$ cat config.mk
export PLATFORM = sky130hd
export DESIGN_NAME = shm_monitor
export DESIGN_NICKNAME = d
export VERILOG_FILES = /design/src/rtl/shm_pkg.sv /design/src/rtl/shm_pin_if.sv /design/src/rtl/shm_monitor.sv /design/src/rtl/shm_sync.sv
export SDC_FILE = /design/constraint.sdc
export NUM_CORES = 1
export LEC_CHECK = 0
export ABC_AREA = 1
export BUFFER_PORTS_ARGS = -buffer_cell sky130_fd_sc_hd__buf_2
export CORE_ASPECT_RATIO = 0.8
export CORE_MARGIN = 2
export CORE_UTILIZATION = 25
export CTS_CLUSTER_DIAMETER = 100
export DETAILED_ROUTE_END_ITERATION = 7
export PLACE_DENSITY_LB_ADDON = 0.08
export SLEW_MARGIN = 25
export SYNTH_ARGS = -nofsm -noshare
export SYNTH_HDL_FRONTEND = slang
export SYNTH_SLANG_ARGS = --single-unit
$ cat constraint.sdc
create_clock -name clk_i -period 2.3 [get_ports clk_i]
set_clock_uncertainty 0.2 [all_clocks]
set_input_delay 0.69 -clock clk_i [delete_from_list [all_inputs] [get_ports clk_i]]
set_output_delay 0.69 -clock clk_i [all_outputs]
set_load 0.01 [all_outputs]
$ cat src/rtl/shm_pkg.sv
package shm_pkg;

	// ------------------------------------------------------------
	// Timing
	// ------------------------------------------------------------
	localparam int unsigned CLK_KHZ = 125000;
	localparam int unsigned MISMATCH_MS = 100;
	localparam int unsigned MISMATCH_CYCLES = MISMATCH_MS * CLK_KHZ;
	localparam int unsigned MISMATCH_CNT_W = 24;

	// ------------------------------------------------------------
	// Sizes
	// ------------------------------------------------------------
	localparam int unsigned N_OUT = 5;
	localparam int unsigned FSEL_W = 8;
	localparam int unsigned ADDR_W = 6;
	localparam int unsigned DATA_W = 32;
	localparam int unsigned N_PIN = 6;

	// ------------------------------------------------------------
	// Register offsets (byte addresses)
	// ------------------------------------------------------------
	localparam logic [ADDR_W-1:0] OFF_CTRL = 6'h00;
	localparam logic [ADDR_W-1:0] OFF_STATUS = 6'h04;
	localparam logic [ADDR_W-1:0] OFF_IRQ_ST = 6'h08;
	localparam logic [ADDR_W-1:0] OFF_IRQ_MASK = 6'h0c;
	localparam logic [ADDR_W-1:0] OFF_FSEL0 = 6'h10;
	localparam logic [ADDR_W-1:0] FSEL_STRIDE = 6'h04;

	// ------------------------------------------------------------
	// Fields
	// ------------------------------------------------------------
	localparam int unsigned CTRL_ENABLE = 0;
	localparam int unsigned CTRL_FAULT_RST = 1;
	localparam logic CTRL_ENABLE_RST = 1'b1;

	localparam int unsigned ST_STATE_LSB = 0;
	localparam int unsigned ST_LEVEL_A = 4;
	localparam int unsigned ST_LEVEL_B = 5;
	localparam int unsigned ST_TORQUE_OFF = 6;
	localparam int unsigned ST_MISMATCH = 7;
	localparam int unsigned ST_ANY_FAULT = 8;
	localparam int unsigned ST_RUN = 9;

	localparam int unsigned IRQ_W = 3;
	localparam int unsigned IRQ_TORQUE_OFF = 0;
	localparam int unsigned IRQ_MISMATCH = 1;
	localparam int unsigned IRQ_EXT_FAULT = 2;

	// Pin vector positions
	localparam int unsigned PIN_A_HI = 0;
	localparam int unsigned PIN_A_LO = 1;
	localparam int unsigned PIN_B_HI = 2;
	localparam int unsigned PIN_B_LO = 3;
	localparam int unsigned PIN_START = 4;
	localparam int unsigned PIN_HALT = 5;

	// ------------------------------------------------------------
	// Output function codes
	// ------------------------------------------------------------
	localparam logic [FSEL_W-1:0] FSEL_TORQUE_OFF = 8'h21;
	localparam logic [FSEL_W-1:0] FSEL_MISMATCH = 8'h22;
	localparam logic [FSEL_W-1:0] FSEL_ANY_FAULT = 8'h0d;
	localparam logic [FSEL_W-1:0] FSEL_NO_FAULT = 8'h1a;
	localparam logic [FSEL_W-1:0] FSEL_RST = 8'h00;

	typedef enum logic [2:0] {
		ST_READY,
		ST_RUN_S,
		ST_UNDERVOLT,
		ST_FAULT,
		ST_TUNING,
		ST_CONFIG,
		ST_DC_BRAKE,
		ST_TORQUE_OFF_S
	} shm_state_t;

endpackage

$ cat src/rtl/shm_pin_if.sv
interface shm_pin_if #(
	parameter int unsigned N = 6
);
	logic [N-1:0] raw;
	logic [N-1:0] clean;

	modport sync (input raw, output clean);
	modport user (output raw, input clean);
endinterface

$ cat src/rtl/shm_monitor.sv
// Chosen here: the register offsets and the Avalon-MM slave port.
module shm_monitor #(
	parameter int unsigned MISMATCH_CYCLES = shm_pkg::MISMATCH_CYCLES,
	parameter int unsigned CNT_W = shm_pkg::MISMATCH_CNT_W,
	parameter int unsigned N_OUT = shm_pkg::N_OUT
) (
	// Clock and reset
	input wire logic clk_i,
	input wire logic reset_n_i,
	// Safe-halt comparators, channel a and b
	input wire logic safe_halt_in_a_hi_i,
	input wire logic safe_halt_in_a_lo_i,
	input wire logic safe_halt_in_b_hi_i,
	input wire logic safe_halt_in_b_lo_i,
	// Command pins
	input wire logic start_cmd_input_i,
	input wire logic halt_cmd_input_i,
	// Drive conditions, same clock
	input wire logic ext_fault_i,
	input wire logic undervoltage_i,
	input wire logic self_tuning_i,
	input wire logic configuration_i,
	input wire logic dc_braking_i,
	// Avalon-MM slave
	input wire logic [shm_pkg::ADDR_W-1:0] avs_address_i,
	input wire logic avs_read_i,
	input wire logic avs_write_i,
	input wire logic [shm_pkg::DATA_W-1:0] avs_writedata_i,
	input wire logic [3:0] avs_byteenable_i,
	output logic [shm_pkg::DATA_W-1:0] avs_readdata_o,
	output logic avs_waitrequest_o,
	// Status and outputs
	output logic [2:0] drive_state_param_o,
	output logic torque_off_state_o,
	output logic channel_mismatch_fault_o,
	output logic run_o,
	output logic [N_OUT-1:0] digital_out_o,
	output logic irq_o
);
	localparam logic [CNT_W-1:0] CNT_LIMIT = CNT_W'(MISMATCH_CYCLES);
	localparam logic [CNT_W-1:0] CNT_ONE = CNT_W'(1);

	// ------------------------------------------------------------
	// Pin synchronisers
	// ------------------------------------------------------------
	shm_pin_if #(.N(shm_pkg::N_PIN)) pins ();

	assign pins.raw[shm_pkg::PIN_A_HI] = safe_halt_in_a_hi_i;
	assign pins.raw[shm_pkg::PIN_A_LO] = safe_halt_in_a_lo_i;
	assign pins.raw[shm_pkg::PIN_B_HI] = safe_halt_in_b_hi_i;
	assign pins.raw[shm_pkg::PIN_B_LO] = safe_halt_in_b_lo_i;
	assign pins.raw[shm_pkg::PIN_START] = start_cmd_input_i;
	assign pins.raw[shm_pkg::PIN_HALT] = halt_cmd_input_i;

	shm_sync #(.N(shm_pkg::N_PIN)) u_sync (
		.clk_i(clk_i),
		.reset_n_i(reset_n_i),
		.pins(pins.sync)
	);

	// ------------------------------------------------------------
	// Register bus
	// ------------------------------------------------------------
	logic wait_r, wait_nxt;
	logic [shm_pkg::DATA_W-1:0] rdata_r, rdata_nxt;
	logic enable_r, enable_nxt;
	logic fault_rst_r, fault_rst_nxt;
	logic [shm_pkg::IRQ_W-1:0] irq_st_r, irq_st_nxt;
	logic [shm_pkg::IRQ_W-1:0] irq_mask_r, irq_mask_nxt;
	logic [shm_pkg::FSEL_W-1:0] fsel_r [N_OUT];
	logic [shm_pkg::FSEL_W-1:0] fsel_nxt [N_OUT];
	logic irq_r, irq_nxt;

	// Monitor state, declared here for the bus read path
	logic level_a_r, level_a_nxt;
	logic level_b_r, level_b_nxt;
	logic sto_r, sto_nxt;
	logic mismatch_r, mismatch_nxt;
	logic [CNT_W-1:0] cnt_r, cnt_nxt;
	logic run_r, run_nxt;
	logic start_d_r, start_d_nxt;
	logic ext_d_r, ext_d_nxt;
	shm_pkg::shm_state_t state_r, state_nxt;
	logic [N_OUT-1:0] dout_r, dout_nxt;
	logic any_fault;
	logic [shm_pkg::IRQ_W-1:0] irq_evt;

	logic [shm_pkg::DATA_W-1:0] status_word;
	logic wr_go, rd_go;

	always_comb begin
		status_word = '0;
		status_word[shm_pkg::ST_STATE_LSB +: 3] = state_r;
		status_word[shm_pkg::ST_LEVEL_A] = level_a_r;
		status_word[shm_pkg::ST_LEVEL_B] = level_b_r;
		status_word[shm_pkg::ST_TORQUE_OFF] = sto_r;
		status_word[shm_pkg::ST_MISMATCH] = mismatch_r;
		status_word[shm_pkg::ST_ANY_FAULT] = any_fault;
		status_word[shm_pkg::ST_RUN] = run_r;
	end

	always_comb begin
		// One wait state: request seen, answered the next cycle
		rd_go = avs_read_i & ~wait_r;
		wr_go = avs_write_i & ~wait_r & avs_byteenable_i[0];
		wait_nxt = 1'b1;
		if ((avs_read_i | avs_write_i) & wait_r) begin
			wait_nxt = 1'b0;
		end
		rdata_nxt = rdata_r;
		if (avs_read_i & wait_r) begin
			rdata_nxt = '0;
			unique case (avs_address_i)
				shm_pkg::OFF_CTRL: begin
					rdata_nxt[shm_pkg::CTRL_ENABLE] = enable_r;
				end
				shm_pkg::OFF_STATUS: begin
					rdata_nxt = status_word;
				end
				shm_pkg::OFF_IRQ_ST: begin
					rdata_nxt[shm_pkg::IRQ_W-1:0] = irq_st_r;
				end
				shm_pkg::OFF_IRQ_MASK: begin
					rdata_nxt[shm_pkg::IRQ_W-1:0] = irq_mask_r;
				end
				default: begin
					for (int i = 0; i < N_OUT; i++) begin
						if (avs_address_i == shm_pkg::OFF_FSEL0
							+ shm_pkg::ADDR_W'(i) * shm_pkg::FSEL_STRIDE) begin
							rdata_nxt[shm_pkg::FSEL_W-1:0] = fsel_r[i];
						end
					end
				end
			endcase
		end

		enable_nxt = enable_r;
		fault_rst_nxt = 1'b0;
		irq_mask_nxt = irq_mask_r;
		// Hardware set wins over a write-one clear in the same cycle
		irq_st_nxt = irq_st_r;
		if (wr_go && avs_address_i == shm_pkg::OFF_IRQ_ST) begin
			irq_st_nxt = irq_st_r & ~avs_writedata_i[shm_pkg::IRQ_W-1:0];
		end
		irq_st_nxt = irq_st_nxt | irq_evt;
		for (int i = 0; i < N_OUT; i++) begin
			fsel_nxt[i] = fsel_r[i];
		end
		if (wr_go) begin
			if (avs_address_i == shm_pkg::OFF_CTRL) begin
				enable_nxt = avs_writedata_i[shm_pkg::CTRL_ENABLE];
				fault_rst_nxt = avs_writedata_i[shm_pkg::CTRL_FAULT_RST];
			end
			if (avs_address_i == shm_pkg::OFF_IRQ_MASK) begin
				irq_mask_nxt = avs_writedata_i[shm_pkg::IRQ_W-1:0];
			end
			for (int i = 0; i < N_OUT; i++) begin
				if (avs_address_i == shm_pkg::OFF_FSEL0
					+ shm_pkg::ADDR_W'(i) * shm_pkg::FSEL_STRIDE) begin
					fsel_nxt[i] = avs_writedata_i[shm_pkg::FSEL_W-1:0];
				end
			end
		end
		irq_nxt = |(irq_st_nxt & irq_mask_nxt);
	end

	always_ff @(posedge clk_i or negedge reset_n_i) begin
		if (!reset_n_i) begin
			wait_r <= 1'b1;
			rdata_r <= '0;
			enable_r <= shm_pkg::CTRL_ENABLE_RST;
			fault_rst_r <= 1'b0;
			irq_st_r <= '0;
			irq_mask_r <= '0;
			irq_r <= 1'b0;
			for (int i = 0; i < N_OUT; i++) begin
				fsel_r[i] <= shm_pkg::FSEL_RST;
			end
		end else begin
			wait_r <= wait_nxt;
			rdata_r <= rdata_nxt;
			enable_r <= enable_nxt;
			fault_rst_r <= fault_rst_nxt;
			irq_st_r <= irq_st_nxt;
			irq_mask_r <= irq_mask_nxt;
			irq_r <= irq_nxt;
			for (int i = 0; i < N_OUT; i++) begin
				fsel_r[i] <= fsel_nxt[i];
			end
		end
	end

	// ------------------------------------------------------------
	// Safe-halt monitor
	// ------------------------------------------------------------
	logic a_hi, a_lo, b_hi, b_lo, start_s, halt_s;

	assign a_hi = pins.clean[shm_pkg::PIN_A_HI];
	assign a_lo = pins.clean[shm_pkg::PIN_A_LO];
	assign b_hi = pins.clean[shm_pkg::PIN_B_HI];
	assign b_lo = pins.clean[shm_pkg::PIN_B_LO];
	assign start_s = pins.clean[shm_pkg::PIN_START];
	assign halt_s = pins.clean[shm_pkg::PIN_HALT];
	assign any_fault = mismatch_r | ext_fault_i;

	always_comb begin
		// Between thresholds a channel keeps its last level; low wins
		level_a_nxt = level_a_r;
		if (a_lo) begin
			level_a_nxt = 1'b0;
		end else if (a_hi) begin
			level_a_nxt = 1'b1;
		end
		level_b_nxt = level_b_r;
		if (b_lo) begin
			level_b_nxt = 1'b0;
		end else if (b_hi) begin
			level_b_nxt = 1'b1;
		end

		if (!enable_r) begin
			sto_nxt = 1'b0;
		end else if (sto_r) begin
			sto_nxt = ~(level_a_r & level_b_r);
		end else begin
			sto_nxt = ~level_a_r & ~level_b_r;
		end

		// Saturates so a long disagreement cannot wrap and hide
		cnt_nxt = '0;
		if (enable_r && level_a_r != level_b_r) begin
			cnt_nxt = (cnt_r == CNT_LIMIT) ? cnt_r : cnt_r + CNT_ONE;
		end

		mismatch_nxt = mismatch_r;
		if (fault_rst_r) begin
			mismatch_nxt = 1'b0;
		end
		if (cnt_r == CNT_LIMIT) begin
			mismatch_nxt = 1'b1;
		end

		// Three-wire: start pulse latches run, open halt drops it
		start_d_nxt = start_s;
		ext_d_nxt = ext_fault_i;
		run_nxt = run_r;
		if (!halt_s) begin
			run_nxt = 1'b0;
		end else if (start_s & ~start_d_r) begin
			run_nxt = 1'b1;
		end
		if (sto_r | any_fault | undervoltage_i) begin
			run_nxt = 1'b0;
		end

		if (sto_r) begin
			state_nxt = shm_pkg::ST_TORQUE_OFF_S;
		end else if (any_fault) begin
			state_nxt = shm_pkg::ST_FAULT;
		end else if (undervoltage_i) begin
			state_nxt = shm_pkg::ST_UNDERVOLT;
		end else if (dc_braking_i) begin
			state_nxt = shm_pkg::ST_DC_BRAKE;
		end else if (self_tuning_i) begin
			state_nxt = shm_pkg::ST_TUNING;
		end else if (configuration_i) begin
			state_nxt = shm_pkg::ST_CONFIG;
		end else if (run_r) begin
			state_nxt = shm_pkg::ST_RUN_S;
		end else begin
			state_nxt = shm_pkg::ST_READY;
		end

		irq_evt = '0;
		irq_evt[shm_pkg::IRQ_TORQUE_OFF] = sto_nxt & ~sto_r;
		irq_evt[shm_pkg::IRQ_MISMATCH] = mismatch_nxt & ~mismatch_r;
		irq_evt[shm_pkg::IRQ_EXT_FAULT] = ext_fault_i & ~ext_d_r;
	end

	always_ff @(posedge clk_i or negedge reset_n_i) begin
		if (!reset_n_i) begin
			level_a_r <= 1'b0;
			level_b_r <= 1'b0;
			sto_r <= 1'b0;
			cnt_r <= '0;
			mismatch_r <= 1'b0;
			run_r <= 1'b0;
			start_d_r <= 1'b0;
			ext_d_r <= 1'b0;
			state_r <= shm_pkg::ST_READY;
		end else begin
			level_a_r <= level_a_nxt;
			level_b_r <= level_b_nxt;
			sto_r <= sto_nxt;
			cnt_r <= cnt_nxt;
			mismatch_r <= mismatch_nxt;
			run_r <= run_nxt;
			start_d_r <= start_d_nxt;
			ext_d_r <= ext_d_nxt;
			state_r <= state_nxt;
		end
	end

	// ------------------------------------------------------------
	// Configurable outputs
	// ------------------------------------------------------------
	genvar g;
	generate
		for (g = 0; g < N_OUT; g++) begin : g_out
			always_comb begin
				unique case (fsel_r[g])
					shm_pkg::FSEL_TORQUE_OFF: dout_nxt[g] = sto_r;
					shm_pkg::FSEL_MISMATCH: dout_nxt[g] = mismatch_r;
					shm_pkg::FSEL_ANY_FAULT: dout_nxt[g] = any_fault;
					shm_pkg::FSEL_NO_FAULT: dout_nxt[g] = ~any_fault;
					default: dout_nxt[g] = 1'b0;
				endcase
			end
		end
	endgenerate

	always_ff @(posedge clk_i or negedge reset_n_i) begin
		if (!reset_n_i) begin
			dout_r <= '0;
		end else begin
			dout_r <= dout_nxt;
		end
	end

	assign avs_readdata_o = rdata_r;
	assign avs_waitrequest_o = wait_r;
	assign drive_state_param_o = state_r;
	assign torque_off_state_o = sto_r;
	assign channel_mismatch_fault_o = mismatch_r;
	assign run_o = run_r;
	assign digital_out_o = dout_r;
	assign irq_o = irq_r;
endmodule

$ cat src/rtl/shm_sync.sv
module shm_sync #(
	parameter int unsigned N = 6
) (
	// Clock and reset
	input wire logic clk_i,
	input wire logic reset_n_i,
	// Pins
	shm_pin_if.sync pins
);
	logic [N-1:0] s1_r, s2_r, s3_r, clean_r;
	logic [N-1:0] clean_nxt;

	// ------------------------------------------------------------
	// Three stages; a change counts once stages two and three agree
	// ------------------------------------------------------------
	genvar g;
	generate
		for (g = 0; g < N; g++) begin : g_bit
			always_comb begin
				clean_nxt[g] = (s2_r[g] == s3_r[g]) ? s3_r[g] : clean_r[g];
			end
		end
	endgenerate

	always_ff @(posedge clk_i or negedge reset_n_i) begin
		if (!reset_n_i) begin
			s1_r <= '0;
			s2_r <= '0;
			s3_r <= '0;
			clean_r <= '0;
		end else begin
			s1_r <= pins.raw;
			s2_r <= s1_r;
			s3_r <= s2_r;
			clean_r <= clean_nxt;
		end
	end

	assign pins.clean = clean_r;
endmodule

==> results.yml <==
finish:
  fin_nets: 858
  n_antenna_cell: 0
  layout_commonest_cell: "nand2_1"
  drive_gt1_share_pct: 17.16
  final_cell_mix: "155 x nand2_1, 121 x dfrtp_1, 100 x nor2_1, 69 x inv_1, 56 x o21ai_0"
  area_growth_pct: 22.73
  regArea_um2: 3080
  multi_input_area_um2: 2449
  fillers: 2548
clocking:
  clk_latency_ns: 0.43
  clock-root-buffer: "clkbuf_16"
  cts_tree: "built"
  numCtsBuffers: 17
  clk_pin_slew_ns: 0.06
  cts.sinks: 123
  htreeDepth: 4
  cts_buffer_depth: 2
  postCtsSetupRepairBufs: 0
place:
  port_buffers: 52
  preCtsSetupSlack_ns: -0.03839
  gp_congestion: 0.8424
  hpwl_um: 12500
detailed_routing:
  vias: 4925
  dr.pass1.iters: 4
  drtIter0Drc: 313
  viasPerCell: 4.389
  wirelength_um: 16640
  ant_nets: 0
  drcViolationCount: 0
  wl_per_cell_um: 14.83
sta:
  min_period_ns: 2.044
  max_freq_ghz: 0.4893
  setup_violations: 0
  rsz0062_at_grt: "no"
  timing.final.crit_share_pct: 88.85
  finalHoldViolations: 0
  drv_slew: 0
  layout_setup_ws_ns: 0.2564
logic_synthesis:
  ys_warn_count: 0
  synth_ff_type: "dfrtp_1"
  synth-edff-count: 0
  async_flop_share_pct: 100.0
  synth_cell_types: 39
  netlist_area_um2: 5951
  avgSynthCellArea_um2: 8.334
  synth_seq_cells: 123
  seq_area_frac_synth_pct: 51.77
  synthCells: 714
global_route:
  grt_pass1_vias: 4879
  gr-total-overflow: 0
  antenna_found_initial: 0
  grt_pass1_wl_um: 27080
  grt_max_degree: 39
  grtUsageTotal_pct: 14.21
floorplan:
  die-width_um: 176.5
  start_util_pct: 25.43
  die_area_um2: 25060
  rows: 50
  ios: 102
  core_area_um2: 23400
  die_h_um: 142.0
setup_path:
  cp-start-kind: "register"
  crit_required_ns: 1.41
  worstPathMaxFanout: 4
  end_kind: "primary output"
  arrival_ns: 1.15
  worstSetupPathType: "register to primary output"
flow_run:
  cap_violations: 0
power_and_ir_drop:
  p_total_w: 0.005682
  total_leakage_power_nw: 3.288
  power_density_nw_per_um2: 778.0
  ir_drop_mv: 0.4210
run_status:
  status: "completed"
min_path:
  worstHoldPathType: "register to register"
## stage by stage
stage | cells | hold slack [ns] | instance area, µm² | util [%] | TNS [ns]
floorplan | 735 | 0.1312 | 6030 | - | 0
global placement | 1089 | 0.1345 | 6663 | 28.48 | -0.01195
detailed placement | 1089 | 0.1347 | 6663 | 28.48 | -0.06647
CTS | 1122 | 0.1410 | 7303 | 31.21 | 0
global route | 1122 | 0.1445 | 7303 | 31.21 | 0
finish | 1122 | 0.1458 | 7303 | 31.21 | 0
## layout make-up
type | count | area share [%]
clock buffers | 21 | 6.305
multi-input cells | 508 | 33.53
flip-flops and latches | 123 | 42.18
clock inverters | 11 | 2.330
inverters | 71 | 3.649
repair buffers | 76 | 6.664
well taps | 312 | 5.345
## critical path, stage by stage (launching register included)
cell,delay (ns)
dfrtp_1,0.41
buf_4,0.18
buf_2,0.14
## state kept, by name, indices dropped and copies added (netlist names), 3 cells and up
register and count:
fsel_r 40, cnt_r 24, avs_readdata_o 10, u_sync.pins.clean 6
u_sync.s1_r 6, u_sync.s2_r 6, u_sync.s3_r 6, digital_out_o 5
drive_state_param_o 3, irq_mask_r 3, irq_st_r 3
## synthesized netlist by cell type (all sizes together) (3+ instances only)
library cell	n	share of area, %
nor2	107	7.3
nor3	19	1.8
nand2	159	10
nor4	5	0.53
or2	10	1.1
clkbuf	4	0.25
nand3b	4	0.50
a21oi	18	1.5
dfrtp	121	51
maj3	6	1.0
inv	70	4.4
o21ai	64	5.9
nand3	46	4.0
nand4	27	2.8
ha	4	0.84
xor2	3	0.44
buf	29	3.7
## per-layer routing
metal / track usage [%] / part of all wire, % / wire length [µm] / up-vias
met1: 20.25 / 51 / 8468 / 2373
met5: 0 / 0 / 0 / -
met4: 4.567 / 1.1 / 182 / 0
li1: - / - / - / 2462
met3: 3.552 / 4.1 / 677 / 14
met2: 21.05 / 44 / 7315 / 76
## power breakdown
part | switching (W) | internal (W) | total [W]
Clock | 0.00101 | 0.00187 | 0.00288
Combinational | 0.000278 | 0.000160 | 0.000438
Sequential | 0.0000887 | 0.00228 | 0.00237
## kinds of logic (layout without fill, tap and decap cells)
logic type	count (synthesis)	in the layout	synth area share, %
buffers and inverters	104	179	8.410
and+or+nand+nor	378	378	28.45
adders and majority gates	10	10	1.850
AOI/OAI and AO/OA	94	94	8.873
other	1	22	0.06302
DFF	123	123	51.77
xor gates and xnor gates	4	4	0.5888
## repair_timing
item,CTS,global route
resized for setup,0,0
hold buffers,1,0
endpoints found under the hold margin,33,0
## path summary, 6_finish.rpt
check / from / slack (ns) / endpoint / cells past startpoint
min in group asynchronous: reset_n_i / 0.55 / cnt_r[20] / 2
hold reg to reg: u_sync.s1_r[5] / 0.15 / u_sync.s2_r[5] / 0
max in group asynchronous: reset_n_i / 0.74 / enable_r / 3
setup reg to reg: cnt_r[0] / 0.39 / cnt_r[16] / 8
setup / recovery: channel_mismatch_fault_o / 0.26 / channel_mismatch_fault_o / 2
hold / removal: u_sync.s1_r[5] / 0.15 / u_sync.s2_r[5] / 0
(Power assumes the default switching activity.)
